File: src/hdl/pcs_pkg.sv
// Constants for the output, slip prevention and status register bank.
// Assumes a word-addressed register port with 24-bit data words.
package pcs_pkg;
  localparam int ADDR_W = 6;
  localparam int DATA_W = 24;
  localparam logic [5:0] AUX_OUTPUT_CONTROL_ADDR = 6'h1b;
  localparam logic [5:0] SLIP_PREVENTION_CONTROL_ADDR = 6'h1c;
  localparam logic [5:0] RESERVED_BLOCK_A_ADDR = 6'h1d;
  localparam logic [5:0] TEMP_SENSOR_ENABLE_ADDR = 6'h1e;
  localparam logic [5:0] LOCK_SWEEP_STATUS_ADDR = 6'h1f;
  localparam logic [5:0] RESERVED_BLOCK_B_ADDR = 6'h20;
  localparam logic [5:0] TEMPERATURE_READOUT_ADDR = 6'h21;
  localparam logic [5:0] RESERVED_BLOCK_C_ADDR = 6'h22;
  // Aux output control fields
  localparam int SRC_SEL_LSB = 0;
  localparam int STATIC_VAL_LSB = 4;
  localparam int DRIVE_EN_BIT = 7;
  localparam int PIN_DIS_LSB = 8;
  localparam logic [3:0] SRC_SEL_STATIC = 4'h0;
  localparam logic [3:0] SRC_SEL_RST = 4'h0;
  localparam logic [2:0] STATIC_VAL_RST = 3'h0;
  localparam logic DRIVE_EN_RST = 1'b0;
  localparam logic [2:0] PIN_DIS_RST = 3'h0;
  // Slip prevention fields
  localparam int STEP_LSB = 0;
  localparam int RST_FORCE_BIT = 4;
  localparam int RST_CTRL_BIT = 5;
  localparam logic [3:0] STEP_RST = 4'h0;
  localparam logic RST_FORCE_RST = 1'b0;
  localparam logic RST_CTRL_RST = 1'b1;
  // Temperature sensor enable
  localparam int TSENS_EN_BIT = 0;
  localparam logic TSENS_EN_RST = 1'b0;
  // Status fields
  localparam int LOCK_BIT = 0;
  localparam int OVF_LSB = 1;
  localparam int SWEEP_BIT = 5;
  localparam int TEMP_LSB = 0;
  localparam logic [6:0] TEMP_MAX_CODE = 7'h07;
  localparam logic [6:0] TEMP_CODE_RST = 7'h1f;
  // Temperature conversion in tenths of a degree
  localparam int TEMP_OFFSET_TENTHS = 400;
  localparam int TEMP_STEP_TENTHS = 175;
  localparam int TEMP_LOW_TENTHS = -225;
  localparam int TEMP_HIGH_TENTHS = 825;
  localparam logic [23:0] RESERVED_A_VAL = 24'h000000;
  localparam logic [23:0] RESERVED_B_VAL = 24'h000020;
  localparam logic [23:0] RESERVED_C_VAL = 24'h000000;
endpackage : pcs_pkg

File: src/hdl/pcs_regs.sv
// Control and status register bank for aux pin drive, slip prevention and status.
// Assumes a synchronous word-wide register port from the serial port decoder.
`timescale 1ns/10ps

module pcs_regs #(
  parameter int TEMP_W = 12
) (
  input wire logic clk,
  input wire logic reset_n,
  input wire logic reg_wr,
  input wire logic reg_rd,
  input wire logic [pcs_pkg::ADDR_W-1:0] reg_addr,
  input wire logic [pcs_pkg::DATA_W-1:0] reg_wdata,
  output logic [pcs_pkg::DATA_W-1:0] reg_rdata,
  output logic reg_rvalid,
  input wire logic [2:0] aux_src_data,
  output logic [2:0] aux_pin_o,
  output logic [2:0] aux_pin_oe,
  input wire logic slip_enable_ext,
  input wire logic auto_reset_n,
  output logic slip_active,
  output logic slip_polarity,
  output logic [2:0] slip_magnitude,
  output logic detector_reset_n,
  output logic charge_pump_tristate,
  output logic temp_sensor_en,
  input wire logic lock_flag,
  input wire logic [2:0] modulator_overflow_flags,
  input wire logic sweep_active_flag,
  input wire logic signed [TEMP_W-1:0] temp_tenths
);

  // ==========================================================
  // Write decode
  logic aux_wr_hit;
  logic slip_wr_hit;
  logic tsens_wr_hit;

  // Writes to read-only, reserved and unmapped words hit nothing
  always_comb begin
    aux_wr_hit = reg_wr && (reg_addr == pcs_pkg::AUX_OUTPUT_CONTROL_ADDR);
    slip_wr_hit = reg_wr && (reg_addr == pcs_pkg::SLIP_PREVENTION_CONTROL_ADDR);
    tsens_wr_hit = reg_wr && (reg_addr == pcs_pkg::TEMP_SENSOR_ENABLE_ADDR);
  end

  // ==========================================================
  // Aux output control register
  logic [3:0] src_sel_r;
  logic [2:0] static_val_r;
  logic drive_en_r;
  logic [2:0] pin_dis_r;

  always_ff @(posedge clk) begin
    if (!reset_n) begin
      src_sel_r <= pcs_pkg::SRC_SEL_RST;
    end else if (aux_wr_hit) begin
      src_sel_r <= reg_wdata[pcs_pkg::SRC_SEL_LSB +: 4];
    end
  end

  always_ff @(posedge clk) begin
    if (!reset_n) begin
      static_val_r <= pcs_pkg::STATIC_VAL_RST;
    end else if (aux_wr_hit) begin
      static_val_r <= reg_wdata[pcs_pkg::STATIC_VAL_LSB +: 3];
    end
  end

  always_ff @(posedge clk) begin
    if (!reset_n) begin
      drive_en_r <= pcs_pkg::DRIVE_EN_RST;
    end else if (aux_wr_hit) begin
      drive_en_r <= reg_wdata[pcs_pkg::DRIVE_EN_BIT];
    end
  end

  always_ff @(posedge clk) begin
    if (!reset_n) begin
      pin_dis_r <= pcs_pkg::PIN_DIS_RST;
    end else if (aux_wr_hit) begin
      pin_dis_r <= reg_wdata[pcs_pkg::PIN_DIS_LSB +: 3];
    end
  end

  // ==========================================================
  // Slip prevention control register
  logic [3:0] slip_correction_step_r;
  logic rst_force_r;
  logic rst_ctrl_r;

  always_ff @(posedge clk) begin
    if (!reset_n) begin
      slip_correction_step_r <= pcs_pkg::STEP_RST;
    end else if (slip_wr_hit) begin
      slip_correction_step_r <= reg_wdata[pcs_pkg::STEP_LSB +: 4];
    end
  end

  always_ff @(posedge clk) begin
    if (!reset_n) begin
      rst_force_r <= pcs_pkg::RST_FORCE_RST;
    end else if (slip_wr_hit) begin
      rst_force_r <= reg_wdata[pcs_pkg::RST_FORCE_BIT];
    end
  end

  always_ff @(posedge clk) begin
    if (!reset_n) begin
      rst_ctrl_r <= pcs_pkg::RST_CTRL_RST;
    end else if (slip_wr_hit) begin
      rst_ctrl_r <= reg_wdata[pcs_pkg::RST_CTRL_BIT];
    end
  end

  // ==========================================================
  // Temperature sensor enable register
  logic tsens_en_r;

  always_ff @(posedge clk) begin
    if (!reset_n) begin
      tsens_en_r <= pcs_pkg::TSENS_EN_RST;
    end else if (tsens_wr_hit) begin
      tsens_en_r <= reg_wdata[pcs_pkg::TSENS_EN_BIT];
    end
  end

  assign temp_sensor_en = tsens_en_r;

  // ==========================================================
  // Aux pin drive, one slice per pin
  logic [2:0] aux_sel_val;
  logic [2:0] aux_pin_vec;
  logic [2:0] aux_oe_vec;

  always_comb begin
    if (src_sel_r == pcs_pkg::SRC_SEL_STATIC) begin
      aux_sel_val = static_val_r;
    end else begin
      aux_sel_val = aux_src_data;
    end
  end

  // Bit zero of each field belongs to pin zero
  for (genvar pin = 0; pin < 3; pin++) begin : g_aux_pin
    logic pin_val_r;
    logic pin_oe_r;

    always_ff @(posedge clk) begin
      if (!reset_n) begin
        pin_val_r <= 1'b0;
      end else begin
        pin_val_r <= aux_sel_val[pin];
      end
    end

    // Global enable gates the per-pin mask
    always_ff @(posedge clk) begin
      if (!reset_n) begin
        pin_oe_r <= 1'b0;
      end else begin
        pin_oe_r <= drive_en_r && !pin_dis_r[pin];
      end
    end

    assign aux_pin_vec[pin] = pin_val_r;
    assign aux_oe_vec[pin] = pin_oe_r;
  end

  assign aux_pin_o = aux_pin_vec;
  assign aux_pin_oe = aux_oe_vec;

  // ==========================================================
  // Slip prevention controls
  logic step_nonzero;
  logic det_rst_n_r;
  logic slip_active_r;

  assign step_nonzero = (slip_correction_step_r != 4'h0);

  // Software takes over the detector reset while the override is set
  always_ff @(posedge clk) begin
    if (!reset_n) begin
      det_rst_n_r <= 1'b1;
    end else if (rst_force_r) begin
      det_rst_n_r <= rst_ctrl_r;
    end else begin
      det_rst_n_r <= auto_reset_n;
    end
  end

  // Correction needs a nonzero step, the reset control and the outside enable
  always_ff @(posedge clk) begin
    if (!reset_n) begin
      slip_active_r <= 1'b0;
    end else begin
      slip_active_r <= step_nonzero && rst_ctrl_r && slip_enable_ext;
    end
  end

  assign detector_reset_n = det_rst_n_r;
  assign charge_pump_tristate = ~det_rst_n_r;
  assign slip_active = slip_active_r;
  assign slip_polarity = slip_correction_step_r[0];
  assign slip_magnitude = slip_correction_step_r[3:1];

  // ==========================================================
  // Temperature code from tenths of a degree: (t + 400) / 175
  logic signed [TEMP_W+1:0] temp_wide;
  logic signed [TEMP_W+1:0] temp_shift;
  logic [TEMP_W+1:0] temp_quot;
  logic temp_at_low;
  logic temp_at_high;
  logic [6:0] temp_code_nxt;
  logic [6:0] temp_code_r;

  always_comb begin
    temp_wide = (TEMP_W+2)'(temp_tenths);
    temp_shift = temp_wide + (TEMP_W+2)'(pcs_pkg::TEMP_OFFSET_TENTHS);
    temp_quot = (TEMP_W+2)'(temp_shift / (TEMP_W+2)'(pcs_pkg::TEMP_STEP_TENTHS));
  end

  // Clamp first; the divide only counts inside the range
  always_comb begin
    temp_at_low = (temp_wide <= (TEMP_W+2)'(pcs_pkg::TEMP_LOW_TENTHS));
    temp_at_high = (temp_wide >= (TEMP_W+2)'(pcs_pkg::TEMP_HIGH_TENTHS));
  end

  always_comb begin
    if (temp_at_low) begin
      temp_code_nxt = 7'h00;
    end else if (temp_at_high) begin
      temp_code_nxt = pcs_pkg::TEMP_MAX_CODE;
    end else begin
      temp_code_nxt = temp_quot[6:0];
    end
  end

  always_ff @(posedge clk) begin
    if (!reset_n) begin
      temp_code_r <= pcs_pkg::TEMP_CODE_RST;
    end else begin
      temp_code_r <= temp_code_nxt;
    end
  end

  // ==========================================================
  // Read words; fields sit in the low bits, upper bits read zero
  logic [pcs_pkg::DATA_W-1:0] aux_word;
  logic [pcs_pkg::DATA_W-1:0] slip_word;
  logic [pcs_pkg::DATA_W-1:0] tsens_word;
  logic [pcs_pkg::DATA_W-1:0] status_word;
  logic [pcs_pkg::DATA_W-1:0] temp_word;

  always_comb begin
    aux_word = '0;
    aux_word[pcs_pkg::SRC_SEL_LSB +: 4] = src_sel_r;
    aux_word[pcs_pkg::STATIC_VAL_LSB +: 3] = static_val_r;
    aux_word[pcs_pkg::DRIVE_EN_BIT] = drive_en_r;
    aux_word[pcs_pkg::PIN_DIS_LSB +: 3] = pin_dis_r;
  end

  always_comb begin
    slip_word = '0;
    slip_word[pcs_pkg::STEP_LSB +: 4] = slip_correction_step_r;
    slip_word[pcs_pkg::RST_FORCE_BIT] = rst_force_r;
    slip_word[pcs_pkg::RST_CTRL_BIT] = rst_ctrl_r;
  end

  always_comb begin
    tsens_word = '0;
    tsens_word[pcs_pkg::TSENS_EN_BIT] = tsens_en_r;
  end

  // Status flags are read live
  always_comb begin
    status_word = '0;
    status_word[pcs_pkg::LOCK_BIT] = lock_flag;
    status_word[pcs_pkg::OVF_LSB +: 3] = modulator_overflow_flags;
    status_word[pcs_pkg::SWEEP_BIT] = sweep_active_flag;
  end

  always_comb begin
    temp_word = '0;
    temp_word[pcs_pkg::TEMP_LSB +: 7] = temp_code_r;
  end

  // ==========================================================
  // Read path
  logic [pcs_pkg::DATA_W-1:0] rdata_nxt;
  logic [pcs_pkg::DATA_W-1:0] rdata_r;
  logic rvalid_r;

  always_comb begin
    case (reg_addr)
      pcs_pkg::AUX_OUTPUT_CONTROL_ADDR: rdata_nxt = aux_word;
      pcs_pkg::SLIP_PREVENTION_CONTROL_ADDR: rdata_nxt = slip_word;
      pcs_pkg::RESERVED_BLOCK_A_ADDR: rdata_nxt = pcs_pkg::RESERVED_A_VAL;
      pcs_pkg::TEMP_SENSOR_ENABLE_ADDR: rdata_nxt = tsens_word;
      pcs_pkg::LOCK_SWEEP_STATUS_ADDR: rdata_nxt = status_word;
      pcs_pkg::RESERVED_BLOCK_B_ADDR: rdata_nxt = pcs_pkg::RESERVED_B_VAL;
      pcs_pkg::TEMPERATURE_READOUT_ADDR: rdata_nxt = temp_word;
      pcs_pkg::RESERVED_BLOCK_C_ADDR: rdata_nxt = pcs_pkg::RESERVED_C_VAL;
      default: rdata_nxt = '0;
    endcase
  end

  always_ff @(posedge clk) begin
    if (!reset_n) begin
      rvalid_r <= 1'b0;
    end else begin
      rvalid_r <= reg_rd;
    end
  end

  // Read data holds until the next read
  always_ff @(posedge clk) begin
    if (!reset_n) begin
      rdata_r <= '0;
    end else if (reg_rd) begin
      rdata_r <= rdata_nxt;
    end
  end

  assign reg_rdata = rdata_r;
  assign reg_rvalid = rvalid_r;

endmodule : pcs_regs

File: config.mk
export PLATFORM = sky130hd
export DESIGN_NAME = pcs_regs
export DESIGN_NICKNAME = d
export VERILOG_FILES = /design/src/hdl/pcs_pkg.sv /design/src/hdl/pcs_regs.sv
export SDC_FILE = /design/constraint.sdc
export NUM_CORES = 1
export LEC_CHECK = 0
export BUFFER_PORTS_ARGS = -buffer_cell sky130_fd_sc_hd__buf_4
export CORE_MARGIN = 5
export CORE_UTILIZATION = 50
export CTS_BUF_LIST = sky130_fd_sc_hd__clkbuf_8
export DETAILED_ROUTE_END_ITERATION = 16
export PLACE_DENSITY = 0.79
export SLEW_MARGIN = 20
export SYNTH_ARGS = -nofsm -noshare
export SYNTH_HDL_FRONTEND = slang
export SYNTH_SLANG_ARGS = --single-unit
File: constraint.sdc
create_clock -name clk -period 5.9 [get_ports clk]
set_input_delay 1.18 -clock clk [delete_from_list [all_inputs] [get_ports clk]]
set_output_delay 1.18 -clock clk [all_outputs]
set_load 0.1 [all_outputs]
After elaboration in Yosys (flattened, before gate mapping)
Cells that the tools add are included.

Add/sub/neg operators: 1. Divide/modulo/power cells: 1. Magnitude comparators: 2. Equality and inequality tests: 6. Muxes and demuxes: 5. Bitwise operators: 2. Reductions and logical operators: 14.

Operator list (count): 11-bit case mux with 6 select lines (1); 6-bit by 5-bit == test with 1-bit output, second input constant (4); 14-bit by 9-bit divider with 14-bit output, second input constant (1); 12-bit by 10-bit adder with 13-bit output, second input constant (1); 6-bit == test, second input constant (2); 12-bit by 11-bit greater-or-equal comparator with 1-bit output, second input constant (1); 12-bit by 9-bit <= comparator with 1-bit output, second input constant (1); 5-bit two-way mux (2); 1-bit logical AND (8); 4-bit zero test (1); 4-bit nonzero test (1); 1-bit zero test (3); 3-bit two-way mux (1); 3-bit OR reduction (1); 1-bit NOT (2); 1-bit two-way mux (1).

Register bits after elaboration: 58. Output and inout bits: 39. Word-level logic and storage cells: 51.

Longest topological paths before layout
Depth after elaboration: 4. Mapped depth: 28. Depth with buffers taken out: 28.

Worst setup path before layout
OpenSTA, ideal clock, no wires.

Kind: input-to-reg. From: in temp_tenths[4]. To: reg temp_code_r[2]. Setup time: 0.115 ns. Arrival: 6.017 ns. Required time: 5.785 ns. Setup slack: -0.232 ns. Stages: 28. Path buffers: 1. Path through: ha_1 -> buf_6 -> a211o_1 -> a22o_1 -> xnor2_1 -> a211o_4 -> o21ai_2 -> a21o_1 -> a21oi_1 -> nor2_1 -> ha_1 -> nand3_1 -> a211oi_4 -> nor2_2 -> xnor2_1 -> ha_1 -> nand2_1 -> nor2_1 -> nand3b_1 -> a21oi_1 -> nor4b_1 -> o211ai_1 -> a21o_1 -> a31oi_1 -> ha_1 -> nor2_1 -> xnor2_1 -> o21a_1.

Cells in the longest elaborated chain, start to end: 4. Elaborated cells on any way between the ends: 6. Those cells by class: add/sub: 1; div: 1; order compare: 2; mux: 2.

RTL lines: start: declaration (RTL line pcs_regs.sv:30) `input wire logic signed [TEMP_W-1:0] temp_tenths`; 12-bit by 10-bit adder with 13-bit output (RTL line pcs_regs.sv:218) `temp_shift = temp_wide + (TEMP_W+2)'(pcs_pkg::TEMP_OFFSET_TENTHS);`; 14-bit by 9-bit divider with 14-bit output (RTL line pcs_regs.sv:219) `temp_quot = (TEMP_W+2)'(temp_shift / (TEMP_W+2)'(pcs_pkg::TEMP_STEP_TENTHS));`; 5-bit two-way mux (RTL line pcs_regs.sv:231) `end else if (temp_at_high) begin`; 5-bit two-way mux * (RTL line pcs_regs.sv:229) `if (temp_at_low) begin`; end signal: assignment (RTL line pcs_regs.sv:240) `temp_code_r <= pcs_pkg::TEMP_CODE_RST;`; end signal: assignment (RTL line pcs_regs.sv:242) `temp_code_r <= temp_code_nxt;`; end: declaration (RTL line pcs_regs.sv:214) `logic [6:0] temp_code_r;`.

Every way passes the cells marked *; elsewhere a longest branch is shown, timed or not. A chain may end at the register's enable or synchronous reset.

Final worst setup path
Same ends and word-level chain as after synthesis.

==> impl_metrics.env <==
export IMPL_crit_path_max_fanout=10
export IMPL_vias=3701
export IMPL_required_time_reported_for_the_critical_path_endpoint_ps=6100
export IMPL_netlist_top_cells_area="sky130_fd_sc_hd__dfxtp_1 25%, sky130_fd_sc_hd__nand2_1 5.8%, sky130_fd_sc_hd__nor2_1 4.5%"
export IMPL_rr_worst_depth=3
export IMPL_drcViolationCount=0
export IMPL_h_tree_depth=2
export IMPL_postCtsHoldBufs=0
export IMPL_antenna_found_initial=0
export IMPL_largest_net_degree_at_the_start_of_global_routing=31
export IMPL_detail_route_iter0_violations=221
export IMPL_drive_above_1_share_pct=32.97
export IMPL_grt_pass1_vias=3472
export IMPL_min_delay_path_class="flip-flop to flip-flop"
export IMPL_post_synth_instance_area_sq_um=3578
export IMPL_cts_root_to_sink_buffers=2
export IMPL_clock_sinks=45
export IMPL_mostFrequentLayoutCell="sky130_fd_sc_hd__buf_4"
export IMPL_routed_wirelength_mm=10.01
export IMPL_power_leakage_nw=1.972
export IMPL_final_cells=648
export IMPL_yosysUniqueCellTypes=85
export IMPL_critPathLaunchType="input port"
export IMPL_synthToLayoutAreaGrowth_pct=31.33
export IMPL_die_height_um=94.60
export IMPL_totalNegativeSetupSlack_ps=0
export IMPL_core_utilization_of_the_finished_layout_pct=68.42
export IMPL_max_slew_worst_pin_slew_ps=948.6
export IMPL_portBuffers=68
export IMPL_ys_flop_type="sky130_fd_sc_hd__dfxtp_1"
export IMPL_ant_nets=0
export IMPL_maxSlewViolCount=0
export IMPL_criticalPathCategory="input port to flip-flop"
export IMPL_post_place_ws_ps=-278.2
export IMPL_postSynth_asyncResetShare_pct=0
export IMPL_dp_cells=639
export IMPL_global_route_wire_length_before_repair_mm=16.01
export IMPL_seq_area_frac_synth_pct=25.17
export IMPL_dpl_hpwl_mm=7.821
export IMPL_synth_top_cell_by_area="sky130_fd_sc_hd__dfxtp_1"
export IMPL_cts_buffers=5
export IMPL_run_status="finished, final reports clean"
export IMPL_setup_viol=0
export IMPL_arrival_time_worst_endpoint_ps=5900
export IMPL_synthesized_instance_count=443
export IMPL_max_slew_margin_rel_pct=36.18
export IMPL_placement_rows=30
export IMPL_drtPass1Iterations=7
export IMPL_final_setup_skew_ps=10.86
export IMPL_timing_final_crit_share_pct=96.73
export IMPL_core_area_sq_um=6869
export IMPL_nFillCells=551
export IMPL_synth_top_cell_area_share_pct=25.17
export IMPL_yosys_register_bits=45
export IMPL_clk_pin_slew_worst_paths_ps=90
export IMPL_final_cell_mix="125 x sky130_fd_sc_hd__buf_4, 55 x sky130_fd_sc_hd__nand2_1, 45 x sky130_fd_sc_hd__dfxtp_1, 40 x sky130_fd_sc_hd__nor2_1, 26 x sky130_fd_sc_hd__a21oi_1"
export IMPL_antennaDiodeCount=0
export IMPL_max_freq_mhz=175.2
export IMPL_ir_worst_vdd_uv=103.0
export IMPL_floorplan_io_pins=95
export IMPL_worstSkewPairLatency_ps=310
export IMPL_cts_tree="yes"
export IMPL_worstHoldPathCells=1
export IMPL_grt_usage_pct=21.84
export IMPL_globalRoute_totalOverflow=0
export IMPL_initial_core_util_pct=52.09
export IMPL_syn_avg_cell_area_sq_um=8.078
export IMPL_setup_slack_ps=192.9
export IMPL_gp_congestion=0.9354
export IMPL_timing_max_cap_violations=0
export IMPL_final_hold_violation_count=0
export IMPL_ctsRootBufferMaster="sky130_fd_sc_hd__clkbuf_8"
export IMPL_power_density_nw_per_um2=240.5
export IMPL_synth_edf_count=0
export IMPL_critical_path_endpoint_type="flip-flop"
export IMPL_ys_warn_count=0
export IMPL_die_x_extent_um=94.60
export IMPL_routedWlPerCell_um=15.44
export IMPL_floorplan_die_area_sq_um=8949
export IMPL_detail_route_vias_per_cell=5.711
export IMPL_min_period_ps=5707
export IMPL_num_nets_final=618
==> logic make-up (layout without fill, tap and decap cells) <==
kind of cell / count (synthesis) / after routing / share of synthesized area (%)
buf+inv: 48 / 143 / 7.832
compound gates: 133 / 133 / 29.48
fa+ha+maj: 11 / 11 / 3.846
mux: 14 / 14 / 4.056
flops: 45 / 45 / 25.17
simple gates: 169 / 169 / 23.71
xor+xnor: 22 / 22 / 5.804
other cells: 1 / 15 / 0.1048
==> worst max-delay path: stages <==
cell                        delay (ps)
sky130_fd_sc_hd__buf_4             120
sky130_fd_sc_hd__buf_4             160
sky130_fd_sc_hd__ha_1              220
sky130_fd_sc_hd__and4bb_2          250
sky130_fd_sc_hd__xnor2_1           230
sky130_fd_sc_hd__o32ai_2           140
sky130_fd_sc_hd__a21boi_2          250
sky130_fd_sc_hd__o21ai_4            90
sky130_fd_sc_hd__a21o_1            210
sky130_fd_sc_hd__and3_1            220
sky130_fd_sc_hd__nor2_2            120
sky130_fd_sc_hd__ha_2              220
sky130_fd_sc_hd__nand3_4            80
sky130_fd_sc_hd__a211oi_4          290
sky130_fd_sc_hd__nor2_4             60
sky130_fd_sc_hd__xnor2_1           130
sky130_fd_sc_hd__ha_2              200
sky130_fd_sc_hd__and3_1            160
sky130_fd_sc_hd__mux2_4            290
sky130_fd_sc_hd__o21bai_1          210
sky130_fd_sc_hd__o2111ai_2         160
sky130_fd_sc_hd__a21o_1            230
sky130_fd_sc_hd__a31oi_1           170
sky130_fd_sc_hd__ha_1              160
sky130_fd_sc_hd__nor2_1             50
sky130_fd_sc_hd__xnor2_1           120
sky130_fd_sc_hd__o21a_1            170
==> metrics by stage <==
stage               hold WS, ps  area, sq um  total power, W
floorplan                 414.0         3676       0.0007041
global placement          423.9         4484       0.0008547
detailed placement        432.9         4484       0.0008694
CTS                       450.6         4604        0.001108
global route              461.2         4700        0.001192
finish                    451.2         4700        0.001130
==> state kept, by name, indices dropped and copies added (netlist names) <==
name and cells:
detector_reset_n 1, drive_en_r 1, g_aux_pin.pin_oe_r 3, g_aux_pin.pin_val_r 3
pin_dis_r 3, reg_rdata 11, reg_rvalid 1, rst_ctrl_r 1
rst_force_r 1, slip_active 1, slip_correction_step_r 4, src_sel_r 4
static_val_r 3, temp_code_r 7, temp_sensor_en 1
==> final timing paths <==
kind | to | from | slack [ps]
worst max-delay path | temp_code_r[2] | temp_tenths[4] | 190
worst min-delay path | g_aux_pin[1].pin_oe_r | pin_dis_r[1] | 450
worst max register to register | g_aux_pin[1].pin_val_r | src_sel_r[0] | 4230
worst min register to register | g_aux_pin[1].pin_oe_r | pin_dis_r[1] | 450
==> cell type report <==
class                   count  area [sq um]  area share [%]
clock buffers               6         82.58           1.757
clock inverters             2         37.54          0.7987
inverters                  10         37.54          0.7987
multi-input cells         364          2582           54.95
flip-flops and latches     45         900.9           19.17
well taps                  96         120.1           2.556
repair buffers            125         938.4           19.97
==> cells in the mapped netlist (5+ instances only) <==
master and number:
sky130_fd_sc_hd__a211oi_1 5, sky130_fd_sc_hd__a21oi_1 26, sky130_fd_sc_hd__a22oi_1 7, sky130_fd_sc_hd__a31oi_1 9
sky130_fd_sc_hd__and2_1 5, sky130_fd_sc_hd__and3_1 5, sky130_fd_sc_hd__buf_2 5, sky130_fd_sc_hd__buf_4 19
sky130_fd_sc_hd__clkbuf_1 11, sky130_fd_sc_hd__dfxtp_1 45, sky130_fd_sc_hd__ha_1 11, sky130_fd_sc_hd__inv_1 10
sky130_fd_sc_hd__mux2i_1 13, sky130_fd_sc_hd__nand2_1 55, sky130_fd_sc_hd__nand2b_1 6, sky130_fd_sc_hd__nand3_1 13
sky130_fd_sc_hd__nor2_1 43, sky130_fd_sc_hd__nor3_1 5, sky130_fd_sc_hd__o21ai_0 10, sky130_fd_sc_hd__o21ai_1 5
sky130_fd_sc_hd__o31ai_1 5, sky130_fd_sc_hd__xnor2_1 14, sky130_fd_sc_hd__xor2_1 6
==> timing repair <==
action	CTS	global route
setup endpoints to repair	0	2
setup buffers	0	1
hold endpoints to repair	0	0
resized for setup	0	14
==> per-layer routing <==
layer | GRT usage, % | wire, um
met1 | 26.14 | 4085
met2 | 39.52 | 5087
met3 | 2.948 | 646
met4 | 7.933 | 188
met5 | 0 | 0
==> report_power, final <==
part	internal (W)	switching (W)
clock	0.000138	0.000104
sequential	0.000314	0.00000372
combinational	0.000241	0.000329
total	0.000693	0.000437
Power figures use the tool's default switching activity.
